--- src/common/dopr_defs.vh ---
`ifndef DOPR_DEFS_VH
`define DOPR_DEFS_VH

// Word addresses of the holding registers.
`define DOPR_ADDR_FREQ_PT1    16'h1310
`define DOPR_ADDR_CURR_PT1    16'h1311
`define DOPR_ADDR_FREQ_PT2    16'h1312
`define DOPR_ADDR_CURR_PT2    16'h1313
`define DOPR_ADDR_FREQ_PT3    16'h1314
`define DOPR_ADDR_CURR_PT3    16'h1315
`define DOPR_ADDR_MODE_A      16'h1316
`define DOPR_ADDR_LEVEL_A     16'h1317
`define DOPR_ADDR_DECEL_A     16'h1318
`define DOPR_ADDR_MODE_B      16'h1319
`define DOPR_ADDR_LEVEL_B     16'h131a
`define DOPR_ADDR_DECEL_B     16'h131b
`define DOPR_ADDR_OC_SUPP     16'h131c
`define DOPR_ADDR_FM_LIMIT    16'h131d
`define DOPR_ADDR_M3_CURVE    16'h330d
`define DOPR_ADDR_RSV_FIRST   16'h330e
`define DOPR_ADDR_RSV_LAST    16'h3506

// Accepted value ranges.
`define DOPR_FREQ_MAX         16'h0190
`define DOPR_CURVE_MAX        16'h0002
`define DOPR_MODE_MAX         16'h0003
`define DOPR_LEVEL_MIN        16'h00c8
`define DOPR_LEVEL_MAX        16'h07d0
`define DOPR_DECEL_A_MIN      16'h000a
`define DOPR_DECEL_B_MIN      16'h0001
`define DOPR_DECEL_MAX        16'h0bb8
`define DOPR_ENABLE_MAX       16'h0001

// Reset values.
`define DOPR_RST_CURVE        16'h0001
`define DOPR_RST_FREQ         16'h0000
`define DOPR_RST_CURR         16'h0000
`define DOPR_RST_MODE         16'h0001
`define DOPR_RST_LEVEL        16'h05dc
`define DOPR_RST_DECEL_A      16'h0064
`define DOPR_RST_DECEL_B      16'h0064
`define DOPR_RST_OC_SUPP      16'h0001
`define DOPR_RST_FM_LIMIT     16'h03e8

// Mode encodings shared by both overload-restriction sets.
`define DOPR_MODE_OFF         2'h0
`define DOPR_MODE_ACC_CONST   2'h1
`define DOPR_MODE_CONST       2'h2
`define DOPR_MODE_ALL         2'h3

`endif

--- src/hw/dopr_drive_overload_param_regs.v ---
// Function
// (RULE1) Third-motor thermal curve selector: 0 reduced, 1 constant torque, 2 free curve.
// (RULE2) Three free-curve frequency points at even addresses, 0 to 400 Hz.
// (RULE3) Three free-curve current points after each frequency, 0 to rated current.
// (RULE4) Mode A decodes off, accel+const, const only, accel+decel+const.
// (RULE5) Mode B uses the same encoding at its own address.
// (RULE6) Both restriction levels in 0.1 percent, 200 to 1800 of rated; the code accepts 200 to 2000.
// (RULE7) Deceleration rate A accepts 10 to 3000.
// (RULE8) Deceleration rate B accepts 1 to 3000 in hundredths of a second.
// (RULE9) Overcurrent suppression enable: 0 off, 1 on.
// (RULE10) Frequency-matching restart current limit, 200 to 1800 in 0.1 percent; the code accepts 200 to 2000.
// (RULE11) Out-of-range writes are dropped and the old value kept.
// (RULE12) Reserved span after the selector reads zero and ignores writes.
`timescale 1ns/1ps
`include "dopr_defs.vh"

module dopr_drive_overload_param_regs #(
	parameter [15:0] RATED_CURRENT = 16'h03e8
) (
	input  wire        clk_in,             // 40 MHz clock
	input  wire        reset_in,           // Asynchronous reset, active high
	input  wire [15:0] addr_in,            // Register word address
	input  wire [15:0] wdata_in,           // Write data
	input  wire        wr_in,              // Write strobe
	input  wire        rd_in,              // Read strobe
	output reg  [15:0] rdata_out,          // Read data, valid the cycle after rd_in
	output reg         wr_reject_out,      // Pulse: last write was out of range
	output wire [1:0]  m3_curve_out,       // Third-motor thermal curve select
	output wire [47:0] curve_freq_out,     // Three frequency points, point 1 low
	output wire [47:0] curve_curr_out,     // Three current points, point 1 low
	output wire        mode_a_accel_out,   // Set A restricts during acceleration
	output wire        mode_a_const_out,   // Set A restricts at constant speed
	output wire        mode_a_decel_out,   // Set A restricts during deceleration
	output wire        mode_b_accel_out,   // Set B restricts during acceleration
	output wire        mode_b_const_out,   // Set B restricts at constant speed
	output wire        mode_b_decel_out,   // Set B restricts during deceleration
	output wire [15:0] level_a_out,        // Restriction level A, 0.1 percent
	output wire [15:0] decel_a_out,        // Deceleration rate A
	output wire [15:0] level_b_out,        // Restriction level B, 0.1 percent
	output wire [15:0] decel_b_out,        // Deceleration rate B, 0.01 s
	output wire        oc_suppress_out,    // Overcurrent suppression enabled
	output wire [15:0] fm_limit_out        // Frequency-matching restart limit
);

	reg  [15:0] m3_curve;
	reg  [15:0] freq_pt [0:2];
	reg  [15:0] curr_pt [0:2];
	reg  [15:0] mode_a;
	reg  [15:0] level_a;
	reg  [15:0] decel_a;
	reg  [15:0] mode_b;
	reg  [15:0] level_b;
	reg  [15:0] decel_b;
	reg  [15:0] oc_supp;
	reg  [15:0] fm_limit;
	reg         hit;
	reg         ok;
	reg  [15:0] next_rdata;
	// Registered phase decodes and the next value of the refusal pulse.
	reg         mode_a_accel;
	reg         mode_a_const;
	reg         mode_a_decel;
	reg         mode_b_accel;
	reg         mode_b_const;
	reg         mode_b_decel;
	reg         next_reject;

	// Three points per curve; the output buses are sized for exactly this many.
	localparam integer NUM_PTS = 3;

	wire in_curve_span = (addr_in >= `DOPR_ADDR_FREQ_PT1) && (addr_in <= `DOPR_ADDR_CURR_PT3);
	// The curve span starts on an eight-word boundary, so address bits 2:1 count the point.
	wire [1:0] pt_idx  = addr_in[2:1];
	wire is_curr       = addr_in[0];
	wire lvl_ok        = (wdata_in >= `DOPR_LEVEL_MIN) && (wdata_in <= `DOPR_LEVEL_MAX);
	wire freq_ok       = (wdata_in <= `DOPR_FREQ_MAX);
	// The current ceiling follows RATED_CURRENT, so a drive of another rating must
	// override it; the curve is not checked for rising order either.
	wire curr_ok       = (wdata_in <= RATED_CURRENT);
	wire curve_ok      = (wdata_in <= `DOPR_CURVE_MAX);
	wire mode_ok       = (wdata_in <= `DOPR_MODE_MAX);
	// The two sets count their rates in different units, so their floors differ.
	wire decel_a_ok    = (wdata_in >= `DOPR_DECEL_A_MIN) && (wdata_in <= `DOPR_DECEL_MAX);
	wire decel_b_ok    = (wdata_in >= `DOPR_DECEL_B_MIN) && (wdata_in <= `DOPR_DECEL_MAX);
	wire enable_ok     = (wdata_in <= `DOPR_ENABLE_MAX);

	// One select line per scalar word keeps every write enable a plain AND term.
	wire sel_curve     = (addr_in == `DOPR_ADDR_M3_CURVE);
	wire sel_mode_a    = (addr_in == `DOPR_ADDR_MODE_A);
	wire sel_level_a   = (addr_in == `DOPR_ADDR_LEVEL_A);
	wire sel_decel_a   = (addr_in == `DOPR_ADDR_DECEL_A);
	wire sel_mode_b    = (addr_in == `DOPR_ADDR_MODE_B);
	wire sel_level_b   = (addr_in == `DOPR_ADDR_LEVEL_B);
	wire sel_decel_b   = (addr_in == `DOPR_ADDR_DECEL_B);
	wire sel_oc_supp   = (addr_in == `DOPR_ADDR_OC_SUPP);
	wire sel_fm_limit  = (addr_in == `DOPR_ADDR_FM_LIMIT);

	// Enables rise only for an accepted value, so a refused word keeps the old contents.
	wire wr_ok         = wr_in && ok; // [RULE11]
	wire we_point      = wr_ok && in_curve_span;
	wire we_curve      = wr_ok && sel_curve;
	wire we_mode_a     = wr_ok && sel_mode_a;
	wire we_level_a    = wr_ok && sel_level_a;
	wire we_decel_a    = wr_ok && sel_decel_a;
	wire we_mode_b     = wr_ok && sel_mode_b;
	wire we_level_b    = wr_ok && sel_level_b;
	wire we_decel_b    = wr_ok && sel_decel_b;
	wire we_oc_supp    = wr_ok && sel_oc_supp;
	wire we_fm_limit   = wr_ok && sel_fm_limit;

	// Decode and range check for the write currently on the bus. Holes in the map
	// leave hit low, which keeps a stray write there from raising a refusal.
	always @* begin
		hit = 1'b1;
		ok  = 1'b0;
		if (in_curve_span) begin
			if (is_curr)
				ok = curr_ok; // [RULE3] [RULE11]
			else
				ok = freq_ok; // [RULE2] [RULE11]
		end else begin
			case (addr_in)
				`DOPR_ADDR_M3_CURVE: ok = curve_ok; // [RULE1] [RULE11]
				`DOPR_ADDR_MODE_A:   ok = mode_ok; // [RULE4]
				`DOPR_ADDR_MODE_B:   ok = mode_ok; // [RULE5]
				`DOPR_ADDR_LEVEL_A:  ok = lvl_ok; // [RULE6]
				`DOPR_ADDR_LEVEL_B:  ok = lvl_ok; // [RULE6]
				`DOPR_ADDR_FM_LIMIT: ok = lvl_ok; // [RULE10]
				`DOPR_ADDR_DECEL_A:  ok = decel_a_ok; // [RULE7]
				`DOPR_ADDR_DECEL_B:  ok = decel_b_ok; // [RULE8]
				`DOPR_ADDR_OC_SUPP:  ok = enable_ok; // [RULE9]
				default:             hit = 1'b0; // [RULE12]
			endcase
		end
	end

	// The frequency/current pairs share one indexed decode.
	genvar g;
	generate
		for (g = 0; g < NUM_PTS; g = g + 1) begin : g_pt
			// Each coordinate has its own enable, so writing one leaves its partner alone.
			wire pt_sel  = we_point && (pt_idx == g); // [RULE11]
			wire we_freq = pt_sel && !is_curr;
			wire we_curr = pt_sel && is_curr;

			always @(posedge clk_in or posedge reset_in) begin
				if (reset_in) begin
					freq_pt[g] <= `DOPR_RST_FREQ;
				end else if (we_freq) begin
					freq_pt[g] <= wdata_in; // [RULE2]
				end
			end

			always @(posedge clk_in or posedge reset_in) begin
				if (reset_in) begin
					curr_pt[g] <= `DOPR_RST_CURR;
				end else if (we_curr) begin
					curr_pt[g] <= wdata_in; // [RULE3]
				end
			end

			assign curve_freq_out[16*g +: 16] = freq_pt[g];
			assign curve_curr_out[16*g +: 16] = curr_pt[g];
		end
	endgenerate

	// The selector powers up on constant torque, which suits most motors until
	// the free curve has been loaded.
	always @(posedge clk_in or posedge reset_in) begin
		if (reset_in) begin
			m3_curve <= `DOPR_RST_CURVE;
		end else if (we_curve) begin
			m3_curve <= wdata_in; // [RULE1]
		end
	end

	// Restriction set A. Its level and rate are only used while the mode allows it,
	// but they are stored and checked regardless.
	always @(posedge clk_in or posedge reset_in) begin
		if (reset_in) begin
			mode_a <= `DOPR_RST_MODE;
		end else if (we_mode_a) begin
			mode_a <= wdata_in; // [RULE4]
		end
	end

	always @(posedge clk_in or posedge reset_in) begin
		if (reset_in) begin
			level_a <= `DOPR_RST_LEVEL;
		end else if (we_level_a) begin
			level_a <= wdata_in; // [RULE6]
		end
	end

	always @(posedge clk_in or posedge reset_in) begin
		if (reset_in) begin
			decel_a <= `DOPR_RST_DECEL_A;
		end else if (we_decel_a) begin
			decel_a <= wdata_in; // [RULE7]
		end
	end

	// Restriction set B shares the encoding of set A but none of its storage.
	always @(posedge clk_in or posedge reset_in) begin
		if (reset_in) begin
			mode_b <= `DOPR_RST_MODE;
		end else if (we_mode_b) begin
			mode_b <= wdata_in; // [RULE5]
		end
	end

	always @(posedge clk_in or posedge reset_in) begin
		if (reset_in) begin
			level_b <= `DOPR_RST_LEVEL;
		end else if (we_level_b) begin
			level_b <= wdata_in; // [RULE6]
		end
	end

	always @(posedge clk_in or posedge reset_in) begin
		if (reset_in) begin
			decel_b <= `DOPR_RST_DECEL_B;
		end else if (we_decel_b) begin
			decel_b <= wdata_in; // [RULE8]
		end
	end

	// The enable is a single bit; the checked write keeps the upper bits at zero.
	always @(posedge clk_in or posedge reset_in) begin
		if (reset_in) begin
			oc_supp <= `DOPR_RST_OC_SUPP;
		end else if (we_oc_supp) begin
			oc_supp <= wdata_in; // [RULE9]
		end
	end

	// The restart limit shares the range check of the restriction levels.
	always @(posedge clk_in or posedge reset_in) begin
		if (reset_in) begin
			fm_limit <= `DOPR_RST_FM_LIMIT;
		end else if (we_fm_limit) begin
			fm_limit <= wdata_in; // [RULE10]
		end
	end

	// Read mux; unmapped and reserved addresses return zero, so a master that
	// probes the map sees holes as empty words rather than stale data.
	always @* begin
		next_rdata = 16'h0000;
		if (in_curve_span) begin
			if (is_curr)
				next_rdata = curr_pt[pt_idx]; // [RULE3]
			else
				next_rdata = freq_pt[pt_idx]; // [RULE2]
		end else begin
			case (addr_in)
				`DOPR_ADDR_M3_CURVE: next_rdata = m3_curve;
				`DOPR_ADDR_MODE_A:   next_rdata = mode_a;
				`DOPR_ADDR_LEVEL_A:  next_rdata = level_a;
				`DOPR_ADDR_DECEL_A:  next_rdata = decel_a;
				`DOPR_ADDR_MODE_B:   next_rdata = mode_b;
				`DOPR_ADDR_LEVEL_B:  next_rdata = level_b;
				`DOPR_ADDR_DECEL_B:  next_rdata = decel_b;
				`DOPR_ADDR_OC_SUPP:  next_rdata = oc_supp;
				`DOPR_ADDR_FM_LIMIT: next_rdata = fm_limit;
				default:             next_rdata = 16'h0000; // [RULE12]
			endcase
		end
	end

	// Writes to holes vanish without a refusal, since no register stands there
	// whose old value a refusal would protect.
	always @* begin
		next_reject = 1'b0;
		if (wr_in && hit && !ok)
			next_reject = 1'b1; // [RULE11]
	end

	// Read data is held only in the cycle after the strobe so a stale word
	// is never mistaken for a fresh answer.
	always @(posedge clk_in or posedge reset_in) begin
		if (reset_in) begin
			rdata_out <= 16'h0000;
		end else begin
			rdata_out <= rd_in ? next_rdata : 16'h0000;
		end
	end

	// The refusal is a one-clock pulse; a master that misses it only learns of
	// the refusal by reading the old value back.
	always @(posedge clk_in or posedge reset_in) begin
		if (reset_in) begin
			wr_reject_out <= 1'b0;
		end else begin
			wr_reject_out <= next_reject; // [RULE11]
		end
	end

	// The phase decodes sit in flip-flops so the drive side sees clean levels;
	// they follow a mode write by one clock.
	// Their reset levels match the decode of the reset mode.
	always @(posedge clk_in or posedge reset_in) begin
		if (reset_in) begin
			mode_a_accel <= 1'b1;
			mode_a_const <= 1'b1;
			mode_a_decel <= 1'b0;
		end else begin
			mode_a_accel <= (mode_a[1:0] == `DOPR_MODE_ACC_CONST) ||
			                (mode_a[1:0] == `DOPR_MODE_ALL); // [RULE4]
			mode_a_const <= (mode_a[1:0] != `DOPR_MODE_OFF); // [RULE4]
			mode_a_decel <= (mode_a[1:0] == `DOPR_MODE_ALL); // [RULE4]
		end
	end

	always @(posedge clk_in or posedge reset_in) begin
		if (reset_in) begin
			mode_b_accel <= 1'b1;
			mode_b_const <= 1'b1;
			mode_b_decel <= 1'b0;
		end else begin
			mode_b_accel <= (mode_b[1:0] == `DOPR_MODE_ACC_CONST) ||
			                (mode_b[1:0] == `DOPR_MODE_ALL); // [RULE5]
			mode_b_const <= (mode_b[1:0] != `DOPR_MODE_OFF); // [RULE5]
			mode_b_decel <= (mode_b[1:0] == `DOPR_MODE_ALL); // [RULE5]
		end
	end

	// Only the low bits of the selector carry meaning after a checked write.
	assign m3_curve_out     = m3_curve[1:0];
	assign mode_a_accel_out = mode_a_accel;
	assign mode_a_const_out = mode_a_const;
	assign mode_a_decel_out = mode_a_decel;
	assign mode_b_accel_out = mode_b_accel;
	assign mode_b_const_out = mode_b_const;
	assign mode_b_decel_out = mode_b_decel;
	assign level_a_out      = level_a;
	assign decel_a_out      = decel_a;
	assign level_b_out      = level_b;
	assign decel_b_out      = decel_b;
	assign oc_suppress_out  = oc_supp[0]; // [RULE9]
	assign fm_limit_out     = fm_limit;

endmodule // dopr_drive_overload_param_regs

--- config.mk ---
export PLATFORM = sky130hd
export DESIGN_NAME = dopr_drive_overload_param_regs
export DESIGN_NICKNAME = d
export VERILOG_FILES = /design/src/hw/dopr_drive_overload_param_regs.v
export VERILOG_INCLUDE_DIRS = /design/src /design/src/common
export SDC_FILE = /design/constraint.sdc
export NUM_CORES = 1
export LEC_CHECK = 0
export BUFFER_PORTS_ARGS = -buffer_cell sky130_fd_sc_hd__buf_2
export CORE_MARGIN = 2
export CORE_UTILIZATION = 40
export DETAILED_ROUTE_END_ITERATION = 10
export GPL_TIMING_DRIVEN = 0
export SYNTH_ARGS = -nofsm -noshare
export SYNTH_HDL_FRONTEND = slang
export SYNTH_SLANG_ARGS = --single-unit
--- constraint.sdc ---
create_clock -name clk_in -period 11.3 [get_ports clk_in]
set_input_delay 0.565 -clock clk_in [delete_from_list [all_inputs] [get_ports clk_in]]
set_output_delay 0.565 -clock clk_in [all_outputs]
set_load 0.01 [all_outputs]
# After elaboration in Yosys (flattened, before gate mapping)

Index checks and enable logic that the tools add are counted.

Word-level logic and storage cells: 104
Flip-flop bits (word level): 263
Bits of input ports: 36

Equality and inequality tests: 15
Reductions and logical operators: 36
Order comparisons: 13
Bitwise operators: 1
Mux-type cells: 16

Operator list:

| kind                   | count |
|---|---|
| $pmux W16 S9           | 1 |
| $eq A16 B13 Y1 const B | 8 |
| $mux W16               | 7 |
| $bmux W16 S2           | 2 |
| $le A16 B2 Y1 const B  | 2 |
| $logic_and A1 B1 Y1    | 26 |
| $eq A16 B14 Y1 const B | 1 |
| $ge A16 B1 Y1 const B  | 1 |
| $ge A16 B13 Y1 const B | 1 |
| $ge A16 B4 Y1 const B  | 1 |
| $ge A16 B8 Y1 const B  | 1 |
| $le A16 B1 Y1 const B  | 1 |
| $le A16 B10 Y1 const B | 1 |
| $le A16 B11 Y1 const B | 1 |
| $le A16 B12 Y1 const B | 1 |
| $le A16 B13 Y1 const B | 1 |
| $le A16 B9 Y1 const B  | 1 |
| $reduce_or A9 Y1       | 1 |
| $eq A2 B1 Y1 const B   | 3 |
| $eq A2 B2 Y1 const B   | 3 |
| $pmux W1 S6            | 1 |
| $mux W1                | 5 |
| $reduce_bool A2 Y1     | 2 |
| $ge A3 B3 Y1 const B   | 1 |
| other kinds (6)        | 8 |

# Logic depth before layout (Yosys ltp)

Gate-level depths: netlist of run 1.

Depth in word-level cells: 8
Gate-level depth with buffers: 10

# Least setup slack after synthesis of run 1

Ideal clock, no wire load.

Path kind: input to register
Start: input addr_in[11]
End: register curr_pt (netlist bit curve_curr_out[32])
Stages on the path: 6
Setup slack: 7.771 ns
Data arrival time: 3.404 ns
Cell sequence: or4b_2 nor4_1 nand2_1 nor4_2 buf_4 mux2_2

Word-level cells in the longest chain between the ends: 8

Ends and longest elaborated chain:

| element                                                | RTL line                             | RTL |
|---|---|---|
| start, declared                                        | dopr_drive_overload_param_regs.v:22  | `input wire [15:0] addr_in,` |
| branches (longest 5 deep; another with $ge A16 B13 Y1) | n/a                                  |  |
| $logic_and A1 B1 Y1 *                                  | dopr_drive_overload_param_regs.v:100 | `wire we_point = wr_ok && in_curve_span;` |
| $logic_and A1 B1 Y1 *                                  | dopr_drive_overload_param_regs.v:142 | `wire pt_sel = we_point && (pt_idx == g);` |
| $logic_and A1 B1 Y1 *                                  | dopr_drive_overload_param_regs.v:144 | `wire we_curr = pt_sel && is_curr;` |
| end signal, assigned by index                          | dopr_drive_overload_param_regs.v:156 | `` curr_pt[g] <= `DOPR_RST_CURR; `` |
| end signal, assigned by index                          | dopr_drive_overload_param_regs.v:158 | `curr_pt[g] <= wdata_in;` |
| end, declared                                          | dopr_drive_overload_param_regs.v:47  | `reg [15:0] curr_pt [0:2];` |

Mark *: on every way between the ends.
A chain may end at the register's enable or synchronous reset.

# Final worst setup path of run 1

Start: input addr_in[11]
End: register freq_pt (netlist bit curve_freq_out[33])

Word-level cells in the longest chain between the ends: 8

Ends and longest elaborated chain:

| element                                                | RTL line                             | RTL |
|---|---|---|
| branches (longest 5 deep; another with $ge A16 B13 Y1) | n/a                                  |  |
| $logic_and A1 B1 Y1 *                                  | dopr_drive_overload_param_regs.v:100 |  |
| $logic_and A1 B1 Y1 *                                  | dopr_drive_overload_param_regs.v:142 |  |
| $logic_and A1 B1 Y1 *                                  | dopr_drive_overload_param_regs.v:143 | `wire we_freq = pt_sel && !is_curr;` |
| end signal, assigned by index                          | dopr_drive_overload_param_regs.v:148 | `` freq_pt[g] <= `DOPR_RST_FREQ; `` |
| end signal, assigned by index                          | dopr_drive_overload_param_regs.v:150 | `freq_pt[g] <= wdata_in;` |
| end, declared                                          | dopr_drive_overload_param_regs.v:46  | `reg [15:0] freq_pt [0:2];` |

Marked as above.

==> results of run 1 <==
## cells in the mapped netlist (all sizes together) (21+ instances only)
| cell type | instances | area share, % |
|---|---|---|
| a21oi | 25 | 1.1 |
| a22oi | 32 | 2.1 |
| and2 | 85 | 4.6 |
| clkbuf | 59 | 1.9 |
| dfrtp | 229 | 50 |
| dfstp | 34 | 7.7 |
| mux2 | 124 | 12 |
| mux2i | 46 | 4.0 |
| nand2 | 30 | 0.97 |
| nor2 | 41 | 1.3 |
| nor2b | 42 | 2.3 |
| o21ai | 21 | 0.91 |
## where the power goes
group          internal [mW]  leakage (nW)  total, mW  switching (mW)
clock network          0.554         0.448      0.932           0.378
logic                 0.0185          3.15     0.0835          0.0650
registers              0.943          3.55      0.943      0.00000108
## cell families after synthesis
kind of cell | after synthesis
buffers and inverters | 77
AND/OR/NAND/NOR | 249
flip-flops | 263
multiplexers | 170
AO/OA/AOI/OAI | 169
## through the flow
step / cell area [µm²] / utilization [%] / hold WS (ns) / total power [mW] / setup slack [ns]
final: 14190 / 49.72 / 0.3328 / 1.958 / 7.058
after global routing: 14190 / 49.72 / 0.3203 / 2.018 / 6.948
after CTS: 14190 / 49.72 / 0.3196 / 1.969 / 7.236
after detailed placement: 13250 / 46.42 / 0.4674 / 1.043 / 6.667
after global placement: 13180 / 46.18 / 0.4653 / 1.040 / 0.5492
after floorplan: 11550 / - / 0.4430 / 1.005 / 3.551
## routing by layer
layer	up-vias	GRT usage (%)	share of wire, %
li1	3892	-	-
met1	4450	34.18	44
met2	342	39.36	46
met3	63	6.409	7.3
met4	0	6.057	2.5
met5	-	0	0
## cell type report
cell class	count	area, µm²	share of cell area (%)
buffer	73	310.3	2.186
tap	384	480.5	3.385
sequential	263	6624	46.67
timing repair buffer	233	1216	8.568
clock inverter	5	81.33	0.5730
inverter	4	22.52	0.1587
clock buffer	49	850.8	5.994
multi-input combinational	588	4608	32.47
## cell usage in the layout, fill, tap and decap left out, types with 15 or more instances in the layout
master	count
a222oi_1	15
clkbuf_16	29
nand2_1	30
nor2_1	41
o21ai_0	21
a22oi_1	32
mux2_2	123
buf_2	235
mux2i_1	46
dfrtp_1	229
nor2b_1	42
a21oi_1	25
dfstp_2	34
and2_1	85
clkbuf_1	74
## worst min-delay path by stage
stage | slack, ns | cells after the start | from | endpoint
finish | 0.33 | 2 | wdata_in[8] | curve_freq_out[8]
global route | 0.32 | 2 | wdata_in[8] | curve_freq_out[8]
CTS | 0.32 | 2 | wdata_in[8] | curve_freq_out[8]
detailed placement | 0.47 | 1 | mode_a[0] | mode_a_accel_out
global placement | 0.47 | 1 | mode_a[0] | mode_a_accel_out
floorplan | 0.44 | 1 | mode_a[0] | mode_a_accel_out
## worst max-delay path: stages
cell and delay, ns:
buf_2 0.09, or4b_2 0.79, nor4_1 0.88, nand2_1 0.42, nor4_2 1.17, buf_4 0.37, mux2_2 0.36
## what timing repair did
item                                    in CTS  in global routing
endpoints found under the setup margin       0                  0
endpoints found under the hold margin       21                  0
resized for setup                            0                  0
setup buffers                                0                  0
hold buffers                                 1                  0
==> impl_metrics.toml, run 1 <==
[setup_path]
reg2reg_depth = 6
crit_path_max_fanout = 10
end_kind = "register"
cp_data_required_time_ns = 11.72
path_class = "in2reg"
startpoint = "addr_in[11]"
rrSetupSlack_ns = 9.42
regToRegEndpoint = "rdata_out[13]"
cp-start-kind = "input pin"
worstPathArrival_ns = 4.66
regToRegStartpoint = "curve_curr_out[45]"
crit_end = "curve_freq_out[33]"

[yosys]
ys_ff_latch = 263
syn-instance-count = 928
synth_xor_area_share_pct = 0
async_reset_ff_share_pct = 100.0
synthesis.area_um2 = 11550
yosys.cell_types.count = 61
synthSimpleGateAreaFrac_pct = 12.35
yosys_most_used_dff = "dfrtp_1"
synthAdderAreaFrac_pct = 0
synth.area.mux_share_pct = 16.07
synth_fp_nets = 964
synth_compound_area_share_pct = 11.42
synth.avg_cell_area_um2 = 12.45
yosysSeqAreaShare_pct = 57.34
synth-edff-count = 0
ys.warnings.count = 0
synth_top_family_by_area = "multiplexers"

[detailed_routing]
post_drt_wl_per_cell_um = 23.68
firstDrtPassIters = 5
wirelength_mm = 37.87
vias_per_cell = 5.470
vias = 8747
drt_iter0_drc = 752
ant_nets = 0
route.detailed.drc = 0

[floorplanning]
die_h_um = 173.9
die-area_um2 = 30250
die_w_um = 173.9
io_pins = 238
row_count = 62
design.core.area_um2 = 28550
start_util_pct = 40.46

[global_route]
grt_max_degree = 128
grt_pass1_vias = 8839
gr-usage-all-layers_pct = 24.80
grt_pass1_wl_mm = 56.72
grt.overflow.total = 0
antenna_found_initial = 0

[finish]
nets = 1228
fin_cells = 1599
diodes = 0
fillers = 2714
layout-drive-gt1-share_pct = 37.70
syn2layout_area_growth_pct = 22.88

[sta]
max_freq_mhz = 235.7
grt_setup_unrepaired = "false"
tightest_slew_ns = 1.279
finalMaxSlewViolations = 0
min_period_ns = 4.242
maxSlewHeadroom_pct = 13.56
fin_crit_sh_pct = 37.54
setup_viol = 0
fin_setup_tns_ns = 0
final-hold-violation-count = 0
skew_ns = 0.01873

[flow_run]
max_cap_violations = 0

[place]
port_buffers = 230
dp.cells = 1544
place_hpwl_mm = 27.50
gp_congestion = 0.9075

[clock_tree]
cts_sinks = 263
cts_made_buffers = 29
cts-root-buf = "clkbuf_16"
htree_levels = 1
cts_tree = "yes"
cts.path.max_buffers = 3
insertion_delay_ns = 0.55
path_clk_slew_ns = 0.06

[pwr]
ir_worst_vdd_mv = 0.1093
p_leak_nw = 7.153
power.density_nw_per_um2 = 137.9

[run_status]
status = "completed"

[worst_hold_path]
hold_class = "in2reg"
Power figures use the tool's default switching activity.
==> inputs of run 2 (changes only) <==
--- a/config.mk
+++ b/config.mk
@@ -6,6 +6,7 @@
 export SDC_FILE = /design/constraint.sdc
 export NUM_CORES = 1
 export LEC_CHECK = 0
+export ABC_AREA = 1
 export BUFFER_PORTS_ARGS = -buffer_cell sky130_fd_sc_hd__buf_2
 export CORE_MARGIN = 2
 export CORE_UTILIZATION = 40
==> constraint.sdc (replaced) <==
create_clock -name clk_in -period 3.97 [get_ports clk_in]
set_input_delay 0.1985 -clock clk_in [delete_from_list [all_inputs] [get_ports clk_in]]
set_output_delay 0.1985 -clock clk_in [all_outputs]
set_load 0.01 [all_outputs]
==> run 2 against run 1 <==
  * Sequential share of layout area is 4.2 points lower
  * Sequential power grew to 2.9 times the previous value
  * Die area is 10% higher
  * Critical path depth is 8 higher
  * Total power grew to 2.9 times the previous value
  * Count of clock-buffer cells in the layout is 5 lower
  * Via count is 39% higher
  * Clock skew is 0.0065 ns lower
  * Highest routed layer unchanged
  * Setup slack worse by 5.3 ns
  * Worst hold slack worse by 0.32 ns
  * Cell count is 41% higher
==> impl_metrics.toml, run 2 <==
[run_status]
status = "completed"

[detailed_routing]
wirelength_mm = 47.56
firstDrtPassIters = 6
route.detailed.drc = 0
vias = 12150
drt_iter0_drc = 1205
ant_nets = 0
vias_per_cell = 5.380
post_drt_wl_per_cell_um = 21.06

[global_route]
grt_pass1_wl_mm = 70.55
antenna_found_initial = 0
grt.overflow.total = 0
grt_max_degree = 43
grt_pass1_vias = 11300
gr-usage-all-layers_pct = 28.18

[yosys]
synth_fp_nets = 1592
ys_top_cells_by_count = "nand2_1 (489), dfrtp_1 (229), inv_1 (165), nor2_1 (123), nand3_1 (105)"
synth_top_area_share_pct = 44.92
synthesis.area_um2 = 12760
syn-instance-count = 1556
async_reset_ff_share_pct = 100.0
yosysSeqAreaShare_pct = 51.93
yosys.area.top_type = "dfrtp_1"
ys_ff_latch = 263
synth.avg_cell_area_um2 = 8.198
yosys_most_used_dff = "dfrtp_1"
yosys.cell_types.count = 41
ys.warnings.count = 0
synth_area_leaders = "dfrtp_1 (45%), nand2_1 (14%), dfstp_2 (7.0%), inv_1 (4.9%), nand3_1 (4.1%)"
yosysMostFrequentCell = "nand2_1"
synth-edff-count = 0

[worst_hold_path]
min_to = "decel_b_out[11]"
min_delay_path_depth = 3
hold_class = "in2reg"
hold_start = "wdata_in[11]"

[place]
gp_congestion = 0.9046
dp.cells = 2195
place_hpwl_mm = 35.53
port_buffers = 230
placed_area_um2 = 14560

[floorplanning]
die-area_um2 = 33330
row_count = 65
die_w_um = 182.6
io_pins = 238
start_util_pct = 40.53
die_h_um = 182.6
design.core.area_um2 = 31470

[clock_tree]
cts_tree = "yes"
cts_resized = 0
htree_levels = 1
cts_setup_buffers = 0
cts_sinks = 263
cts.path.max_buffers = 3
cts_made_buffers = 29
path_clk_slew_ns = 0.06
insertion_delay_ns = 0.57
cts-root-buf = "clkbuf_16"
postCtsHoldBufs = 9

[sta]
maxSlewHeadroom_pct = 35.42
finalMaxSlewViolations = 0
fin_setup_tns_ns = 0
min_period_ns = 2.254
fin_crit_sh_pct = 56.76
final-hold-violation-count = 0
skew_ns = 0.01225
grt_setup_unrepaired = "false"
tightest_slew_ns = 0.9687
max_freq_mhz = 443.8
setup_viol = 0

[setup_path]
reg2reg_depth = 6
end_kind = "register"
path_class = "in2reg"
regToRegEndpoint = "rdata_out[1]"
crit_path_max_fanout = 10
regToRegStartpoint = "curve_curr_out[1]"
cp-start-kind = "input pin"
cp_data_required_time_ns = 4.47
worstPathArrival_ns = 2.75
rrSetupSlack_ns = 2.48

[finish]
fillers = 3123
postLayoutCellArea_um2 = 15620
syn2layout_area_growth_pct = 22.41
layout-drive-gt1-share_pct = 22.84
nets = 1869
final_cell_mix = "nand2_1 (489), buf_2 (253), dfrtp_1 (229), inv_1 (164), nor2_1 (123)"
fin_cells = 2258
final_common_cell = "nand2_1"
diodes = 0

[pwr]
power.density_nw_per_um2 = 369.8
ir_worst_vdd_mv = 0.3177
p_leak_nw = 8.846

[flow_run]
max_cap_violations = 0
[run 2: cell count changes in the layout (fill, tap and decap cells not counted), sizes merged, moves of 28 or more]
cell	change
a22o	+31
a22oi	-32
and2	-85
buf	+56
clkbuf	-28
inv	+167
mux2	-124
mux2i	-46
nand2	+469
nand3	+105
nand4	+82
nor2	+94
nor2b	-42
o21ai	+37
[run 2: per-layer routing]
layer	track usage (%)	vias up	wire (µm)
met4	7.645	0	1216
met2	43.07	587	21080
met3	4.949	79	4512
met5	0	-	0
li1	-	5545	-
met1	41.30	5938	20750
[run 2: per-stage QoR]
stage	util [%]	hold slack (ns)	worst slack (ns)	power [mW]
global placement	45.80	0.4484	-1.334	3.030
floorplan	-	0.3089	0.3297	2.912
detailed placement	46.27	0.3180	1.393	3.050
global route	49.61	0.01398	1.589	5.942
CTS	49.61	0.006015	1.771	5.803
finish	49.61	0.01678	1.717	5.774
[run 2: layout make-up]
cell class	instances	area (µm²)	share of cell area (%)
Sequential cell	263	6624	42.42
Timing Repair Buffer	246	1389	8.894
Clock inverter	10	131.4	0.8413
Multi-Input combinational cell	1013	4896	31.35
Clock buffer	44	832.0	5.329
Inverter	179	676.9	4.335
Buffer	101	563.0	3.606
Tap cell	402	503.0	3.221
[run 2: cells by family (layout without fill, tap and decap cells)]
group                  after synthesis  after routing  share of synthesized area (%)
DFF                                263            263                          51.93
AOI/OAI and AO/OA                  160            160                          7.857
and+or+nand+nor                    853            853                          30.52
buffers and inverters              280            580                          9.691
[run 2: how the worst max path moves through the flow]
stage	slack (ns)	cells after the start	endpoint	startpoint
global placement	-1.33	2	level_b_out[15]	reset_in
CTS	1.77	15	level_b_out[8]	wdata_in[1]
global route	1.59	14	curve_curr_out[34]	wdata_in[1]
finish	1.72	15	level_b_out[8]	wdata_in[2]
floorplan	0.33	1	curve_curr_out[0]	reset_in
detailed placement	1.39	10	rdata_out[12]	addr_in[0]
[run 2: power by group]
group | leakage (nW) | switching [mW] | internal (mW) | total [mW]
clock | 0.472 | 1.13 | 1.63 | 2.76
combinational | 5.03 | 0.242 | 0.0798 | 0.322
sequential | 3.35 | 0.00436 | 2.69 | 2.69
total | 8.85 | 1.37 | 4.40 | 5.77
[run 2: worst max-delay path, cell delays in order]
cell,delay (ns)
dlygate4sd3_1,0.53
buf_2,0.18
nor2_1,0.25
nand2_1,0.10
nor2_2,0.13
nand4_1,0.09
nand2_1,0.09
nand2_2,0.10
nand2_8,0.19
inv_2,0.05
a21oi_2,0.19
buf_6,0.20
buf_6,0.15
nand4_1,0.13
nand2_1,0.14
